[src/rtl/reload_pwm_pkg.sv]
// Shared constants, types and register map for the 12-bit reload PWM timer
package reload_pwm_pkg;

  // Data widths
  localparam int DATA_W = 8;
  localparam int ADDR_W = 8;
  localparam int CNT_W = 12;

  // Counter limits
  localparam logic [CNT_W-1:0] COUNT_MAX = 12'hfff;
  localparam logic [CNT_W-1:0] COUNT_RESET = 12'h000;
  localparam logic [CNT_W-1:0] DUTY_OFF = 12'h000;

  // Slow mode divides the counter input by this figure
  localparam int SLOW_DIVIDE = 32;

  // Register byte addresses
  localparam logic [ADDR_W-1:0] ADDR_TIMER_CTRL_STATUS = 8'h0d;
  localparam logic [ADDR_W-1:0] ADDR_COUNT_HIGH = 8'h0e;
  localparam logic [ADDR_W-1:0] ADDR_COUNT_LOW = 8'h0f;
  localparam logic [ADDR_W-1:0] ADDR_RELOAD_HIGH = 8'h10;
  localparam logic [ADDR_W-1:0] ADDR_RELOAD_LOW = 8'h11;
  localparam logic [ADDR_W-1:0] ADDR_OUTPUT_CONTROL = 8'h12;
  localparam logic [ADDR_W-1:0] ADDR_CHANNEL_STATUS = 8'h13;
  localparam logic [ADDR_W-1:0] ADDR_DUTY_HIGH = 8'h17;
  localparam logic [ADDR_W-1:0] ADDR_DUTY_LOW = 8'h18;

  // Field positions in timer_ctrl_status
  localparam int BIT_CLOCK_SELECT_MSB = 4;
  localparam int BIT_CLOCK_SELECT_LSB = 3;
  localparam int BIT_OVERFLOW_FLAG = 2;
  localparam int BIT_OVERFLOW_IRQ_ENABLE = 1;
  localparam int BIT_COMPARE_IRQ_ENABLE = 0;

  // Field positions in channel_status_reg and output_control_reg
  localparam int BIT_OUTPUT_INVERT = 1;
  localparam int BIT_COMPARE_FLAG = 0;
  localparam int BIT_OUTPUT_ENABLE = 0;

  // Reset values
  localparam logic [DATA_W-1:0] REG_RESET = 8'h00;

  // Counter clock selection
  typedef enum logic [1:0] {
    CLK_OFF = 2'b00,
    CLK_LITE = 2'b01,
    CLK_CPU = 2'b10,
    CLK_RESERVED = 2'b11
  } clock_select_e;

  // One register bus request
  typedef struct packed {
    logic [ADDR_W-1:0] addr;
    logic [DATA_W-1:0] wdata;
    logic write;
    logic read;
  } bus_req_s;

endpackage

[src/rtl/reload_pwm_timer.sv]
// Free-running 12-bit reload timer with one PWM channel and output compare
`timescale 1ns/100ps
`default_nettype none

// What this block does
// - PWM period is 4096 minus reload counts
// - Counter resets to zero, counts once clocked
// - Overflow reloads counter, moves duty, output high
// - Counter equal duty drives PWM output low
// - Polarity control inverts the PWM output
// - High duty write locks compare until low
// - Output enable drives pin push-pull PWM
// - Compare mode duty writes act immediately
// - Compare match sets flag, enabled interrupt
// - Zero duty value gives no compare
// - Shadow copied each overflow; mode selects comparand
// - Slow divides counter input by 32
// - Halt stops; active-halt stops with exception
// - Separate overflow and compare interrupts, enabled
// - Two-bit clock select, applied at overflow, at once from off or reserved
// - Overflow flag set, cleared by status read
// - Overflow flag lasts one counter clock
// - Bit1 overflow enable, bit0 compare enable
// - Counter read-only, upper bits read zero
// - Output enable selects PWM or compare mode
// - Compare flag set on match, read-cleared
// - Polarity one inverts, reset clears it
module reload_pwm_timer #(
  parameter int SLOW_DIVIDE = reload_pwm_pkg::SLOW_DIVIDE
) (
  input wire logic clk_sys_in,
  input wire logic reset_n_in,
  input wire reload_pwm_pkg::bus_req_s bus_req_in,
  output logic [reload_pwm_pkg::DATA_W-1:0] read_data_out,
  input wire logic lite_timebase_clock_in,
  input wire logic slow_mode_in,
  input wire logic halt_mode_in,
  input wire logic active_halt_mode_in,
  output logic pulse_output_pin_out,
  output logic pulse_output_oe_out,
  output logic overflow_irq_out,
  output logic compare_irq_out
);
  import reload_pwm_pkg::*;

  localparam int DIV_W = (SLOW_DIVIDE > 1) ? $clog2(SLOW_DIVIDE) : 1;
  localparam logic [DIV_W-1:0] DIV_LAST = DIV_W'(SLOW_DIVIDE - 1);
  localparam logic [DIV_W-1:0] DIV_ZERO = '0;
  // Bits of a 12-bit value that live in its upper byte register
  localparam int HIGH_W = CNT_W - DATA_W;

  // Byte access assumes one full lower byte and a partial upper byte
  if (CNT_W <= DATA_W || CNT_W > 2 * DATA_W) begin : g_bad_width
    $error("count width must span more than one and at most two bytes");
  end

  // The prescaler wraps by count compare, so any divide of two or more works
  if (SLOW_DIVIDE < 2) begin : g_bad_divide
    $error("SLOW_DIVIDE must be at least 2");
  end

  // Software visible state
  logic [CNT_W-1:0] count_value;
  logic [CNT_W-1:0] reload_value;
  logic [CNT_W-1:0] duty_value;
  logic [CNT_W-1:0] duty_shadow;
  clock_select_e clock_request;
  clock_select_e clock_active;
  logic overflow_flag;
  logic overflow_irq_enable;
  logic compare_irq_enable;
  logic compare_flag;
  logic output_enable_bit;
  logic output_invert_bit;
  logic compare_locked;
  logic pwm_level;
  logic [DIV_W-1:0] slow_count;

  // Bus decode
  logic wr_ctrl_status;
  logic wr_reload_high;
  logic wr_reload_low;
  logic wr_output_control;
  logic wr_channel_status;
  logic wr_duty_high;
  logic wr_duty_low;
  logic rd_ctrl_status;
  logic rd_channel_status;

  // Counter clock and events
  logic source_tick;
  logic stopped;
  logic counter_tick;
  logic overflow_event;
  logic compare_event;
  logic [CNT_W-1:0] next_count;
  logic [CNT_W-1:0] compare_operand;
  logic [DATA_W-1:0] next_read_data;

  // Strobe qualification with address
  function automatic logic hit(input logic strobe, input logic [ADDR_W-1:0] addr,
                               input logic [ADDR_W-1:0] target);
    hit = strobe && (addr == target);
  endfunction

  // Upper part of a 12-bit value, zero-filled so reserved read bits stay clear
  function automatic logic [DATA_W-1:0] upper_byte(input logic [CNT_W-1:0] value);
    upper_byte = DATA_W'(value[CNT_W-1:DATA_W]);
  endfunction

  // New upper part over the old lower byte; reserved write bits are dropped
  function automatic logic [CNT_W-1:0] with_upper(input logic [CNT_W-1:0] value,
                                                  input logic [DATA_W-1:0] data);
    with_upper = {data[HIGH_W-1:0], value[DATA_W-1:0]};
  endfunction

  // New lower byte under the old upper part
  function automatic logic [CNT_W-1:0] with_lower(input logic [CNT_W-1:0] value,
                                                  input logic [DATA_W-1:0] data);
    with_lower = {value[CNT_W-1:DATA_W], data};
  endfunction

  // Write and read-side-effect strobes
  assign wr_ctrl_status = hit(bus_req_in.write, bus_req_in.addr, ADDR_TIMER_CTRL_STATUS);
  assign wr_reload_high = hit(bus_req_in.write, bus_req_in.addr, ADDR_RELOAD_HIGH);
  assign wr_reload_low = hit(bus_req_in.write, bus_req_in.addr, ADDR_RELOAD_LOW);
  assign wr_output_control = hit(bus_req_in.write, bus_req_in.addr, ADDR_OUTPUT_CONTROL);
  assign wr_channel_status = hit(bus_req_in.write, bus_req_in.addr, ADDR_CHANNEL_STATUS);
  assign wr_duty_high = hit(bus_req_in.write, bus_req_in.addr, ADDR_DUTY_HIGH);
  assign wr_duty_low = hit(bus_req_in.write, bus_req_in.addr, ADDR_DUTY_LOW);
  assign rd_ctrl_status = hit(bus_req_in.read, bus_req_in.addr, ADDR_TIMER_CTRL_STATUS);
  assign rd_channel_status = hit(bus_req_in.read, bus_req_in.addr, ADDR_CHANNEL_STATUS);

  // Counter clock source from the active selection; reserved code runs nothing
  // The lite tick is one system cycle wide, so each tick counts once
  always_comb begin
    unique case (clock_active)
      CLK_LITE: source_tick = lite_timebase_clock_in;
      CLK_CPU: source_tick = 1'b1;
      default: source_tick = 1'b0;
    endcase
  end

  // Halt freezes the counter and prescaler; active-halt keeps a lite-clocked overflow wakeup alive
  // Mode inputs are taken as already synchronous to the system clock
  assign stopped = halt_mode_in ||
                   (active_halt_mode_in && !(clock_active == CLK_LITE && overflow_irq_enable));

  // Slow mode lets only one source tick in SLOW_DIVIDE through
  assign counter_tick = source_tick && !stopped &&
                        (!slow_mode_in || slow_count == DIV_LAST);

  // Overflow is the tick that leaves the top count
  assign overflow_event = counter_tick && (count_value == COUNT_MAX);
  assign next_count = overflow_event ? reload_value : count_value + 12'h001;

  // In PWM mode the comparand is the shadow, refreshed by this same overflow
  always_comb begin
    if (output_enable_bit) begin
      compare_operand = overflow_event ? duty_value : duty_shadow;
    end else begin
      compare_operand = duty_value;
    end
  end

  // Match is judged on the value the counter is about to take,
  // so flag and level land on the same edge as the count itself
  assign compare_event = counter_tick && !compare_locked &&
                         (compare_operand != DUTY_OFF) && (next_count == compare_operand);

  // Slow-mode prescaler, cleared outside slow mode so it restarts aligned
  always_ff @(posedge clk_sys_in or negedge reset_n_in) begin
    if (!reset_n_in) begin
      slow_count <= DIV_ZERO;
    end else if (!slow_mode_in) begin
      slow_count <= DIV_ZERO;
    end else if (source_tick && !stopped) begin
      slow_count <= (slow_count == DIV_LAST) ? DIV_ZERO : slow_count + DIV_W'(1);
    end
  end

  // The 12-bit up-counter itself
  always_ff @(posedge clk_sys_in or negedge reset_n_in) begin
    if (!reset_n_in) begin
      count_value <= COUNT_RESET;
    end else if (counter_tick) begin
      count_value <= next_count;
    end
  end

  // Clock select: requested by software, adopted at overflow.
  // A stopped counter never overflows, so from off the request is taken at once.
  always_ff @(posedge clk_sys_in or negedge reset_n_in) begin
    if (!reset_n_in) begin
      clock_request <= CLK_OFF;
      clock_active <= CLK_OFF;
    end else begin
      if (wr_ctrl_status) begin
        clock_request <= clock_select_e'(bus_req_in.wdata[BIT_CLOCK_SELECT_MSB:BIT_CLOCK_SELECT_LSB]);
      end
      if (overflow_event || clock_active == CLK_OFF || clock_active == CLK_RESERVED) begin
        clock_active <= clock_request;
      end
    end
  end

  // Interrupt enables in the control/status byte
  always_ff @(posedge clk_sys_in or negedge reset_n_in) begin
    if (!reset_n_in) begin
      overflow_irq_enable <= 1'b0;
      compare_irq_enable <= 1'b0;
    end else if (wr_ctrl_status) begin
      overflow_irq_enable <= bus_req_in.wdata[BIT_OVERFLOW_IRQ_ENABLE];
      compare_irq_enable <= bus_req_in.wdata[BIT_COMPARE_IRQ_ENABLE];
    end
  end

  // Overflow flag: a new overflow beats both the read clear and the one-tick expiry
  // With the CPU clock the flag lives one cycle; polling software can miss it
  always_ff @(posedge clk_sys_in or negedge reset_n_in) begin
    if (!reset_n_in) begin
      overflow_flag <= 1'b0;
    end else if (overflow_event) begin
      overflow_flag <= 1'b1;
    end else if (rd_ctrl_status || counter_tick) begin
      overflow_flag <= 1'b0;
    end
  end

  // Compare flag: set on match, cleared by reading the channel status byte
  always_ff @(posedge clk_sys_in or negedge reset_n_in) begin
    if (!reset_n_in) begin
      compare_flag <= 1'b0;
    end else if (compare_event) begin
      compare_flag <= 1'b1;
    end else if (rd_channel_status) begin
      compare_flag <= 1'b0;
    end
  end

  // Reload value, written a byte at a time; it only reaches the counter
  // at an overflow, so a pair torn across one lasts a single period
  always_ff @(posedge clk_sys_in or negedge reset_n_in) begin
    if (!reset_n_in) begin
      reload_value <= COUNT_RESET;
    end else if (wr_reload_high) begin
      reload_value <= with_upper(reload_value, bus_req_in.wdata);
    end else if (wr_reload_low) begin
      reload_value <= with_lower(reload_value, bus_req_in.wdata);
    end
  end

  // Mode and polarity bits
  always_ff @(posedge clk_sys_in or negedge reset_n_in) begin
    if (!reset_n_in) begin
      output_enable_bit <= 1'b0;
      output_invert_bit <= 1'b0;
    end else begin
      if (wr_output_control) begin
        output_enable_bit <= bus_req_in.wdata[BIT_OUTPUT_ENABLE];
      end
      if (wr_channel_status) begin
        output_invert_bit <= bus_req_in.wdata[BIT_OUTPUT_INVERT];
      end
    end
  end

  // Duty value; the high byte locks compare until the low byte completes it
  // The lock also holds the PWM edge, so a half-written duty never drops the pin
  always_ff @(posedge clk_sys_in or negedge reset_n_in) begin
    if (!reset_n_in) begin
      duty_value <= DUTY_OFF;
      compare_locked <= 1'b0;
    end else if (wr_duty_high) begin
      duty_value <= with_upper(duty_value, bus_req_in.wdata);
      compare_locked <= 1'b1;
    end else if (wr_duty_low) begin
      duty_value <= with_lower(duty_value, bus_req_in.wdata);
      compare_locked <= 1'b0;
    end
  end

  // Shadow takes the duty value at every overflow, half-written or not
  // Software avoids that case by updating the duty away from overflow
  always_ff @(posedge clk_sys_in or negedge reset_n_in) begin
    if (!reset_n_in) begin
      duty_shadow <= DUTY_OFF;
    end else if (overflow_event) begin
      duty_shadow <= duty_value;
    end
  end

  // Raw waveform: high at overflow, low at match; a match on the reload
  // value wins so that duty equal to reload gives a flat 0% line
  always_ff @(posedge clk_sys_in or negedge reset_n_in) begin
    if (!reset_n_in) begin
      pwm_level <= 1'b0;
    end else if (compare_event) begin
      pwm_level <= 1'b0;
    end else if (overflow_event) begin
      pwm_level <= 1'b1;
    end
  end

  // Pin drive: only in PWM mode, polarity applied before the enable gate; pin idles low when released
  // This register stage puts the pin one cycle behind the raw level
  always_ff @(posedge clk_sys_in or negedge reset_n_in) begin
    if (!reset_n_in) begin
      pulse_output_pin_out <= 1'b0;
      pulse_output_oe_out <= 1'b0;
    end else begin
      pulse_output_pin_out <= output_enable_bit && (pwm_level ^ output_invert_bit);
      pulse_output_oe_out <= output_enable_bit;
    end
  end

  // Two separate interrupt lines, each gated by its own enable
  always_ff @(posedge clk_sys_in or negedge reset_n_in) begin
    if (!reset_n_in) begin
      overflow_irq_out <= 1'b0;
      compare_irq_out <= 1'b0;
    end else begin
      overflow_irq_out <= overflow_flag && overflow_irq_enable;
      compare_irq_out <= compare_flag && compare_irq_enable;
    end
  end

  // Read multiplexer; reserved bits and unmapped addresses read zero
  always_comb begin
    next_read_data = REG_RESET;
    unique case (bus_req_in.addr)
      ADDR_TIMER_CTRL_STATUS: begin
        next_read_data[BIT_CLOCK_SELECT_MSB:BIT_CLOCK_SELECT_LSB] = clock_request;
        next_read_data[BIT_OVERFLOW_FLAG] = overflow_flag;
        next_read_data[BIT_OVERFLOW_IRQ_ENABLE] = overflow_irq_enable;
        next_read_data[BIT_COMPARE_IRQ_ENABLE] = compare_irq_enable;
      end
      // No latch between the two count bytes: a carry between the reads
      // can tear the value, which software must allow for
      ADDR_COUNT_HIGH: next_read_data = upper_byte(count_value);
      ADDR_COUNT_LOW: next_read_data = count_value[DATA_W-1:0];
      ADDR_RELOAD_HIGH: next_read_data = upper_byte(reload_value);
      ADDR_RELOAD_LOW: next_read_data = reload_value[DATA_W-1:0];
      ADDR_OUTPUT_CONTROL: next_read_data[BIT_OUTPUT_ENABLE] = output_enable_bit;
      ADDR_CHANNEL_STATUS: begin
        next_read_data[BIT_OUTPUT_INVERT] = output_invert_bit;
        next_read_data[BIT_COMPARE_FLAG] = compare_flag;
      end
      ADDR_DUTY_HIGH: next_read_data = upper_byte(duty_value);
      ADDR_DUTY_LOW: next_read_data = duty_value[DATA_W-1:0];
      default: next_read_data = REG_RESET;
    endcase
  end

  // Read data stand one cycle after the strobe and only then
  // Zero at other times lets several blocks share an OR-ed read bus
  always_ff @(posedge clk_sys_in or negedge reset_n_in) begin
    if (!reset_n_in) begin
      read_data_out <= REG_RESET;
    end else if (bus_req_in.read) begin
      read_data_out <= next_read_data;
    end else begin
      read_data_out <= REG_RESET;
    end
  end

endmodule

`default_nettype wire

[config.mk]
export PLATFORM = sky130hd
export DESIGN_NAME = reload_pwm_timer
export DESIGN_NICKNAME = d
export VERILOG_FILES = /design/src/rtl/reload_pwm_pkg.sv /design/src/rtl/reload_pwm_timer.sv
export SDC_FILE = /design/constraint.sdc
export NUM_CORES = 1
export LEC_CHECK = 0
export BUFFER_PORTS_ARGS = -buffer_cell sky130_fd_sc_hd__buf_4
export CAP_MARGIN = 20
export CORE_MARGIN = 5
export CORE_UTILIZATION = 45
export DETAILED_ROUTE_END_ITERATION = 8
export HOLD_SLACK_MARGIN = 0.12
export MAX_ROUTING_LAYER = met4
export PLACE_DENSITY = 0.6
export SLEW_MARGIN = 20
export SYNTH_ARGS = -nofsm -noshare
export SYNTH_HDL_FRONTEND = slang
export SYNTH_SLANG_ARGS = --single-unit
[constraint.sdc]
create_clock -name clk_sys_in -period 7.3 [get_ports clk_sys_in]
set_clock_uncertainty 0.15 [all_clocks]
set_input_delay 0.365 -clock clk_sys_in [delete_from_list [all_inputs] [get_ports clk_sys_in]]
set_output_delay 0.365 -clock clk_sys_in [all_outputs]
set_load 0.05 [all_outputs]
; ---- Word-level counts from Yosys, hierarchy flattened
; Cells that the tools add are included.
[totals]
ff_bits = 77
inputBits = 24
output_inout_bits = 12
wordCells = 104
[classes]
add_sub_neg = 2
n_eq_ne = 16
n_mux = 24
n_bitwise = 3
n_reduce_logical = 37
[op_table]
columns = op, count
row1 = 12-bit 2-to-1 mux, 5
row2 = "8-bit by 5-bit == test with 1-bit output, second input constant", 6
row3 = "8-bit by 4-bit == test with 1-bit output, second input constant", 3
row4 = 8-bit 2-to-1 mux, 3
row5 = 3-bit case mux with 7 select lines, 1
row6 = 1-bit logical AND, 20
row7 = 5-bit 2-to-1 mux, 3
row8 = "12-bit by 1-bit adder with 12-bit output, second input constant", 1
row9 = 12-bit == test, 1
row10 = "12-bit == test, second input constant", 1
row11 = 12-bit nonzero test, 1
row12 = 1-bit case mux with 9 select lines, 1
row13 = 3-bit case mux with 3 select lines, 1
row14 = 1-bit 2-to-1 mux, 8
row15 = 1-bit case mux with 8 select lines, 1
row16 = 2-bit nonzero test, 4
row17 = "5-bit by 1-bit adder with 5-bit output, second input constant", 1
row18 = "5-bit == test, second input constant", 1
row19 = 1-bit logical OR, 5
row20 = "2-bit == test, second input constant", 2
row21 = 1-bit logical NOT, 4
row22 = 2-bit AND reduction, 2
row23 = "2-bit by 1-bit == test with 1-bit output, second input constant", 1
row24 = 2-bit logical NOT, 1
row25 = 4 further kinds, 5

; ---- Depth between registers and ports, before layout
; Gate-level depths: netlist of run 1.
[depth]
word_depth = 15
ltp_mapped = 11
ltp_nobuf = 10

; ---- Least setup slack after synthesis of run 1
; No wires, ideal clock.
[synth_timing]
path_kind = reg-to-reg
from = register count_value[0]
to = register pwm_level
setup_ns = 0.126
t_arrival_ns = 2.658
path_slack_ns = 4.366
stages_incl_launch_ff = 10
n_path_buf = 1
period_less_slack_ns = 2.934
path_cell_list = dfrtp_1 -> ha_1 -> buf_2 -> nand4_1 -> or4_4 -> nor2_4 -> a21boi_1 -> a32o_1 -> or4_1 -> o32a_1
[synth_via]
elab_chain_cells = 8
elab_cells_between_ends = 12
classes_between = add/sub: 1 / eq/ne: 2 / mux: 4 / reduce/logical: 5
[synth_lines]
columns = element, line
row1 = start: declaration, reload_pwm_timer.sv:63  ; logic [CNT_W-1:0] count_value;
row2 = start signal: assignment, reload_pwm_timer.sv:187  ; count_value <= next_count;
row3 = branches (longest 8 deep; another with 12-bit by 1-bit adder with 12-bit output), n/a
row4 = end signal: assignment, reload_pwm_timer.sv:297  ; pwm_level <= 1'b0;
row5 = end signal: assignment, reload_pwm_timer.sv:299  ; pwm_level <= 1'b0;
row6 = end signal: assignment, reload_pwm_timer.sv:301  ; pwm_level <= 1'b1;
row7 = end: declaration, reload_pwm_timer.sv:76  ; logic pwm_level;
; Parallel ways; which one is timed is not known.
; A chain may end at the register's enable or synchronous reset.

; ---- Worst setup path after layout of run 1
[layout_timing]
from = register slow_count[0]
to = register pwm_level
[layout_via]
elab_chain_cells = 10
elab_cells_between_ends = 14
classes_between = eq/ne: 2 / mux: 4 / reduce/logical: 8
[layout_lines]
columns = element, line
row1 = start: declaration, reload_pwm_timer.sv:77  ; logic [DIV_W-1:0] slow_count;
row2 = start signal: assignment, reload_pwm_timer.sv:178  ; slow_count <= (slow_count == DIV_LAST) ? DIV_ZERO : slow_count + DIV_W'(1);
row3 = 5-bit == test *, reload_pwm_timer.sv:151  ; (!slow_mode_in || slow_count == DIV_LAST);
row4 = 1-bit logical OR *, reload_pwm_timer.sv:151
row5 = 1-bit logical AND *, reload_pwm_timer.sv:150  ; assign counter_tick = source_tick && !stopped &&
row6 = 1-bit logical AND, reload_pwm_timer.sv:154  ; assign overflow_event = counter_tick && (count_value == COUNT_MAX);
row7 = 12-bit 2-to-1 mux, n/a
row8 = 12-bit 2-to-1 mux, reload_pwm_timer.sv:159  ; if (output_enable_bit) begin
row9 = 12-bit nonzero test, reload_pwm_timer.sv:169  ; (compare_operand != DUTY_OFF) && (next_count == compare_operand);
row10 = 1-bit logical AND, reload_pwm_timer.sv:168  ; assign compare_event = counter_tick && !compare_locked &&
row11 = 1-bit logical AND, reload_pwm_timer.sv:169
row12 = 1-bit 2-to-1 mux or 2-bit nonzero test (tied branches), n/a
; Every way passes the cells marked *; elsewhere a longest branch is shown, timed or not.

==> results of run 1 <==
metal layers:
| metal | vias to the layer above | track usage | part of all wire |
|---|---|---|---|
| met5 | - | - | 0 |
| met4 | 0 | 0.0828 | 0.028 |
| met2 | 180 | 0.359 | 0.46 |
| li1 | 1804 | - | - |
| met1 | 1917 | 0.340 | 0.44 |
| met3 | 33 | 0.0419 | 0.078 |
logic make-up (layout without fill, tap and decap cells):
| logic type | count (synthesis) | in the layout | synth area share |
|---|---|---|---|
| compound gates | 121 | 121 | 0.184 |
| flops | 77 | 77 | 0.428 |
| mux | 36 | 36 | 0.0891 |
| buf+inv | 46 | 77 | 0.0419 |
| simple gates | 173 | 173 | 0.200 |
| fa+ha+maj | 7 | 7 | 0.0194 |
| xor+xnor | 18 | 18 | 0.0380 |
synth_stat cells, types with 7 or more instances:
cell type | instances | share of area
xor2_1 | 8 | 0.016
ha_1 | 7 | 0.019
a221oi_1 | 7 | 0.014
nor2b_1 | 8 | 0.011
a21oi_1 | 18 | 0.020
nand3_1 | 13 | 0.014
inv_1 | 15 | 0.012
nor3_1 | 8 | 0.0089
xnor2_1 | 9 | 0.017
nand2_1 | 70 | 0.058
dfrtp_1 | 77 | 0.43
o21ai_0 | 35 | 0.039
nand4_1 | 9 | 0.012
buf_2 | 10 | 0.011
nor2_1 | 21 | 0.017
nor4_1 | 7 | 0.0097
clkbuf_1 | 16 | 0.013
mux2_2 | 31 | 0.077
a22oi_1 | 9 | 0.015
and2_1 | 8 | 0.011
critical path, cell delays in order, from the launching register on:
cell	delay, ns
dfrtp_1	0.41
ha_1	0.21
and3_1	0.17
ha_1	0.22
nand2b_1	0.15
nand4b_1	0.61
nor2_4	0.71
a21boi_1	0.19
a32o_1	0.30
or4_1	0.53
o32a_1	0.31
flip-flops by register name, summed over array words and instances, names as in the netlist, 2 cells and up:
| name | count |
|---|---|
| reload_value | 12 |
| count_value | 12 |
| duty_shadow | 12 |
| read_data_out | 8 |
| clock_active | 2 |
| duty_value | 12 |
| clock_request | 2 |
| slow_count | 5 |
area by class of cell:
type	instances	area [um2]
sequential	77	1930
clock buffer	10	138
multi-input combinational	355	2390
timing repair buffer	45	364
inverter	16	60.1
fill	888	4660
clock inverter	6	71.3
tap	133	166
timing repair:
action | 4_1_cts | 5_1_grt
endpoints found under the hold margin | 95 | 0
hold buffers | 9 | 0
endpoints found under the setup margin | 0 | 0
where the power goes:
group / switching, W / total, W / internal, W
clock: 0.000172 / 0.000342 / 0.000170
combinational: 0.0000369 / 0.0000712 / 0.0000343
sequential: 0.0000202 / 0.000456 / 0.000436
total: 0.000229 / 0.000869 / 0.000640
worst paths after layout:
check	depth (start not counted)	slack [ns]	endpoint	from
min in group asynchronous	2	0.46	duty_shadow[4]$_DFF_PN0_	reset_n_in
hold reg to reg	1	0.37	reload_value[10]$_DFFE_PN0P_	reload_value[10]$_DFFE_PN0P_
max in group asynchronous	2	6.05	count_value[10]$_DFFE_PN0P_	reset_n_in
setup / recovery	10	3.24	pwm_level$_DFFE_PN0P_	slow_count[0]$_DFFE_PN0P_
hold / removal	2	0.13	duty_value[1]$_DFFE_PN0P_	bus_req_in[3]
setup reg to reg	10	3.24	pwm_level$_DFFE_PN0P_	slow_count[0]$_DFFE_PN0P_
metrics by stage:
stage	utilization	cells	hold WS [ns]
final	0.524	642	0.128
after global routing	0.524	642	0.125
after CTS	0.523	642	0.127
after detailed placement	0.493	617	0.352
after global placement	0.493	617	0.344
after floorplan	-	478	-0.0806
==> results_dict.tcl, run 1 <==
set metrics [dict create \
    status "finished clean" \
    max_freq_mhz 246 \
    ys_seq_elements 77 \
    power.total_w 0.000869 \
    clkLatencyLatePin_ns 0.37 \
    globalRouteOverflowTotal 0 \
    cts_sinks 77 \
    cts-root-buf "clkbuf_8" \
    peakVddDrop_v 0.000130 \
    worst_pin_slew_ns 0.885 \
    hpwl_um 9800 \
    chipWidth_um 110 \
    max-slew-margin-rel 0.404 \
    rows 36 \
    antenna_left 0 \
    fin_area_mm2 0.00512 \
    antenna_found_initial 0 \
    post_cts_buffers 0 \
    finalHoldViolCount 0 \
    yosys_warnings 0 \
    layout_commonest_cell "dfrtp_1" \
    synth_cell_types 67 \
    ctsResizeCount 0 \
    avgViaCountPerCell 6.13 \
    maxSlewViolCount 0 \
    netlist_area_mm2 0.00451 \
    cp.arrival_ns 4.16 \
    drt-pass1-iter-count 5 \
    rsz0062_at_grt "no" \
    powerDensity_mw_per_mm2 170 \
    synth_edf_count 0 \
    io_buffers 35 \
    syn_nets 509 \
    initial_core_util 0.461 \
    io_pins 36 \
    yosysSeqAreaShare 0.428 \
    h-tree-depth 3 \
    grt_max_degree 78 \
    drcViolationCount 0 \
    path_max_fanout 22 \
    setup-violations-final 0 \
    dp_slack_ns 3.33 \
    drt_iter0_drc 470 \
    drive_gt1_frac 0.185 \
    setup_ws_ns 3.24 \
    wl_per_cell_um 21.2 \
    fin_crit_ns 4.06 \
    drv_cap 0 \
    clockBufferDepth 2 \
    period_share 0.556 \
    num_vias 3934 \
    place_area_mm2 0.00481 \
    ys.flop_type "dfrtp_1" \
    path_class "flop to flop" \
    die_y_um 110 \
    drt_wl_total_um 13600 \
    fin_nets 535 \
    finalSetupTns_ns 0 \
    grt_pass1_vias 3737 \
    syn_avg_cell_area_um2 9.43 \
    syn_inst 478 \
    cts_buffers 9 \
    syn2layout_area_growth_pct 13.5 \
    gr-usage-all-layers 0.244 \
    dieArea_mm2 0.0121 \
    async_reset_ff_frac 1.00 \
    final_cell_mix "77 x dfrtp_1, 70 x nand2_1, 35 x o21ai_0, 35 x buf_4, 31 x mux2_2" \
    setup.worst_path.end_class "flop" \
    start_kind "flop" \
    finalWeightedCongestion 0.972 \
    holdCritPathClass "primary input to flop" \
    grt_first_pass_wirelength_um 21300 \
    path_clk_slew_ns 0.09 \
    core_mm2 0.00977 \
    p_leak_nw 2.25 \
    cts_tree "yes" \
    cp.required_ns 7.41 \
    num_antenna_cells 0 \
]
Note: power is estimated with default switching activity, not from simulation.
==> run 2, diff against run 1 <==
- PLACE_DENSITY: 0.6 -> 0.62
- clock period: 7.3 -> 3.6 ns (I/O delays scaled with it)
==> results_dict.tcl, run 2 (synthesis gave the netlist of run 1 again) <==
set metrics [dict create \
    status "finished clean" \
    dp.cells 636 \
    antenna_found_initial 0 \
    power.share.clock 0.373 \
    critPathTopFamily "compound AO/OA/AOI/OAI gates" \
    period_share 0.893 \
    gr-usage-all-layers 0.272 \
    seqPwrFrac 0.531 \
    cp_slowest_cell "dfrtp_1" \
    chipWidth_um 110 \
    clockBufferDepth 2 \
    max-slew-margin-rel 0.504 \
    fin_nets 563 \
    internal_power_w 0.00123 \
    finalSetupTns_ns 0 \
    p_sw_w 0.000508 \
    swShare 0.292 \
    cpPeakStageDelay_ns 0.55 \
    h-tree-depth 3 \
    num_vias 4117 \
    min_from "bus_req_in[10]" \
    cts-root-buf "clkbuf_8" \
    drv_cap 0 \
    grt_first_pass_wirelength_um 23500 \
    r2r-start "count_value[2]$_DFFE_PN0P_" \
    drt-pass1-iter-count 5 \
    globalRouteOverflowTotal 0 \
    io_buffers 35 \
    cts_sinks 77 \
    path_class "flop to flop" \
    nFillCells 924 \
    cp.required_ns 3.71 \
    drcViolationCount 0 \
    fin_crit_ns 3.21 \
    cp-startpoint "count_value[2]$_DFFE_PN0P_" \
    post-route-util 0.547 \
    finalHoldViolCount 0 \
    setup-violations-final 0 \
    path_max_fanout 12 \
    layout_commonest_cell "dfrtp_1" \
    rows 36 \
    multi_input_area_mm2 0.00239 \
    power_frac_comb 0.097 \
    io_pins 36 \
    drt_iter0_drc 304 \
    hpwl_um 10900 \
    cts_buffers 9 \
    maxSlewViolCount 0 \
    grt_pass1_vias 4063 \
    final_cell_mix "77 x dfrtp_1, 70 x nand2_1, 55 x buf_4" \
    grt_max_degree 78 \
    holdCritPathClass "primary input to flop" \
    powerDensity_mw_per_mm2 325 \
    initial_core_util 0.461 \
    cts_tree "yes" \
    layoutNonFillerInstCount 670 \
    num_antenna_cells 0 \
    post_cts_buffers 0 \
    drt_wl_total_um 15100 \
    avgViaCountPerCell 6.14 \
    p_leak_nw 2.39 \
    syn2layout_area_growth_pct 18.5 \
    cp.arrival_ns 3.33 \
    drive_gt1_frac 0.212 \
    dieArea_mm2 0.0121 \
    path_clk_slew_ns 0.10 \
    power.total_w 0.00174 \
    setup_ws_ns 0.385 \
    max_freq_mhz 311 \
    core_mm2 0.00977 \
    ctsResizeCount 0 \
    clkLatencyLatePin_ns 0.37 \
    antenna_left 0 \
    cts_hold_buf 16 \
    ff_latch_area_mm2 0.00193 \
    cp_cell_sequence "nand3_1, or4_4, a311o_1, a2111oi_2, a41oi_1, o21a_1, o32a_1" \
    start_kind "flop" \
    rsz0062_at_grt "no" \
    peakVddDrop_v 0.000237 \
    setup.worst_path.end_class "flop" \
    die_y_um 110 \
    wl_per_cell_um 22.5 \
    finalWeightedCongestion 1.04 \
    path_buf_inv 0 \
    worst_pin_slew_ns 0.742 \
    dp_slack_ns 0.427 \
]
run 2: layout make-up:
cell class,instances,share of cell area
Inverter,16,0.0112
Sequential cell,77,0.361
Clock inverter,7,0.0119
Tap cell,133,0.0311
Multi-Input combinational cell,355,0.448
Timing Repair Buffer,73,0.114
Clock buffer,9,0.0232
run 2: path summary, 6_finish.rpt:
kind / end / slack (ns) / cells past startpoint
max: pwm_level$_DFFE_PN0P_ / 0.39 / 7
max reg2reg: pwm_level$_DFFE_PN0P_ / 0.39 / 7
min reg2reg: compare_locked$_DFFE_PN0P_ / 0.35 / 1
min in group asynchronous: count_value[2]$_DFFE_PN0P_ / 0.64 / 3
max in group asynchronous: duty_shadow[11]$_DFF_PN0_ / 2.09 / 4
min: compare_flag$_DFFE_PN0P_ / 0.15 / 4
run 2: routing by layer:
layer / GRT usage / part of all wire / up-vias / wire (um)
li1: - / - / 1857 / -
met1: 0.359 / 0.43 / 2012 / 6480
met2: 0.406 / 0.46 / 205 / 6860
met3: 0.0641 / 0.076 / 43 / 1150
met4: 0.106 / 0.038 / 0 / 573
met5: - / 0 / - / 0
run 2: power groups by stage:
stage                     Clock [W]  Sequential (W)  Combinational (W)
after floorplan                   0        0.000918          0.0000797
after global placement            0        0.000938           0.000148
after detailed placement          0        0.000938           0.000148
after CTS                  0.000664        0.000921           0.000163
after global routing       0.000703        0.000924           0.000185
final                      0.000648        0.000923           0.000168
run 2: per-stage QoR:
stage          hold WS, ns  instance area (um2)
6_report             0.150                 5340
5_1_grt              0.152                 5340
4_1_cts              0.138                 5310
3_5_place_dp         0.255                 4960
3_3_place_gp         0.245                 4960
2_1_floorplan       -0.266                 4510
run 2: worst register-to-register path: cells and delay by family, from the launching register on:
kind | cells | cell delay, ns
DFF | 1 | 0.55
AOI/OAI and AO/OA | 5 | 1.46
and+or+nand+nor | 2 | 0.95
==> run 3, diff against run 2 <==
- PLACE_DENSITY: 0.62 -> 0.6
- clock period: 3.6 -> 3.4 ns (I/O delays scaled with it)
==> results_dict.tcl, run 3 (synthesis gave the netlist of run 1 again) <==
set metrics [dict create \
    cp_slowest_cell "or4_1" \
    num_antenna_cells 0 \
    fin_nets 561 \
    rows 36 \
    crit_path_frequent_cell "ha_1" \
    path_class "flop to flop" \
    setup-violations-final 0 \
    core_mm2 0.00977 \
    rsz0062_at_grt "no" \
    avgViaCountPerCell 6.10 \
    drcViolationCount 0 \
    finalHoldViolCount 0 \
    die_y_um 110 \
    num_vias 4073 \
    maxSlewViolCount 0 \
    setup_ws_ns 0.267 \
    clockBufferDepth 2 \
    initial_core_util 0.461 \
    dieArea_mm2 0.0121 \
    grt_first_pass_wirelength_um 22500 \
    finalSetupTns_ns 0 \
    place_area_mm2 0.00496 \
    cp.arrival_ns 3.22 \
    io_buffers 35 \
    setup.worst_path.end_class "flop" \
    start_kind "flop" \
    multi_input_area_mm2 0.00239 \
    max_freq_mhz 319 \
    clkLatencyLatePin_ns 0.35 \
    cts_sinks 77 \
    fin_hold_ws_ns 0.193 \
    drive_gt1_frac 0.209 \
    status "finished clean" \
    hpwl_um 10700 \
    gr-usage-all-layers 0.257 \
    grt_max_degree 78 \
    fin_area_mm2 0.00532 \
    grt_pass1_vias 3954 \
    io_pins 36 \
    ff_latch_area_mm2 0.00193 \
    drt-pass1-iter-count 5 \
    peakVddDrop_v 0.000223 \
    drt_wl_total_um 14400 \
    dp_slack_ns 0.311 \
    h-tree-depth 3 \
    antenna_found_initial 0 \
    cts_buffers 9 \
    antenna_left 0 \
    cp.required_ns 3.49 \
    globalRouteOverflowTotal 0 \
    path_buf_inv 0 \
    period_share 0.921 \
    cp_cell_sequence "ha_1, and3_1, ha_1, nand2b_1, and4b_1, nand2_2, nand2_1, a32o_1, or4_1, o32a_1" \
    post_cts_buffers 0 \
    post-route-util 0.544 \
    p_leak_nw 2.38 \
    wl_per_cell_um 21.6 \
    nFillCells 899 \
    final_cell_mix "77 x dfrtp_1, 70 x nand2_1, 54 x buf_4" \
    path_max_fanout 6 \
    cts-root-buf "clkbuf_8" \
    cts_tree "yes" \
    cpPeakStageDelay_ns 0.54 \
    critPathTopFamily "simple AND/OR/NAND/NOR gates" \
    chipWidth_um 110 \
    powerDensity_mw_per_mm2 351 \
    layout_commonest_cell "dfrtp_1" \
    max-slew-margin-rel 0.534 \
    drt_iter0_drc 492 \
    syn2layout_area_growth_pct 18.0 \
    finalWeightedCongestion 0.981 \
    holdCritPathClass "primary input to flop" \
    fin_crit_ns 3.13 \
    drv_cap 0 \
    path_clk_slew_ns 0.08 \
    worst_pin_slew_ns 0.699 \
]
run 3: changes by cell type in the layout (fill, tap and decap cells not counted):
cell,previous run,this run
clkinvlp_4,2,1
buf_4,55,54
buf_16,1,0
inv_8,2,0
clkbuf_1,0,1
buf_6,0,1
clkinv_2,0,1
dlygate4sd3_1,17,16
bufinv_16,0,1
run 3: layer usage:
layer	wire length, um	GRT usage
met1	6030	0.342
met2	6730	0.390
met3	1170	0.0524
met4	516	0.0917
met5	0	-
run 3: worst paths after layout:
path,cells past startpoint,start,endpoint,slack [ns]
min reg2reg,1,reload_value[10]$_DFFE_PN0P_,reload_value[10]$_DFFE_PN0P_,0.38
max,10,slow_count[0]$_DFFE_PN0P_,pwm_level$_DFFE_PN0P_,0.27
min in group asynchronous,2,reset_n_in,duty_shadow[2]$_DFF_PN0_,0.26
min,4,bus_req_in[10],compare_flag$_DFFE_PN0P_,0.19
max reg2reg,10,slow_count[0]$_DFFE_PN0P_,pwm_level$_DFFE_PN0P_,0.27
max in group asynchronous,2,reset_n_in,reload_value[11]$_DFFE_PN0P_,2.35
run 3: power by group:
group          switching [W]  internal (W)
Combinational      0.0000905     0.0000817
Sequential         0.0000374      0.000936
Clock               0.000374      0.000345
Total               0.000501       0.00136
run 3: metrics by stage:
stage / instances / total power (W)
2_1_floorplan: 478 / 0.00106
3_3_place_gp: 636 / 0.00115
3_5_place_dp: 636 / 0.00115
4_1_cts: 668 / 0.00187
5_1_grt: 668 / 0.00194
6_report: 668 / 0.00186
run 3: cell type report:
cell class	instances	area share
repair buffers	71	0.108
clock buffers	10	0.0240
flip-flops and latches	77	0.362
inverters	16	0.0113
clock inverters	6	0.0129
well taps	133	0.0313
multi-input cells	355	0.450
run 3: worst register-to-register path, delay by kind of cell (launching register included):
kind | cells | cell delay, ns
and+or+nand+nor | 6 | 1.36
AOI/OAI and AO/OA | 2 | 0.61
DFF | 1 | 0.43
adders and majority gates | 2 | 0.48
run 3: timing repair:
action | 4_1_cts | 5_1_grt
endpoints found under the hold margin | 122 | 0
resized for setup | 0 | 0
hold buffers | 16 | 0
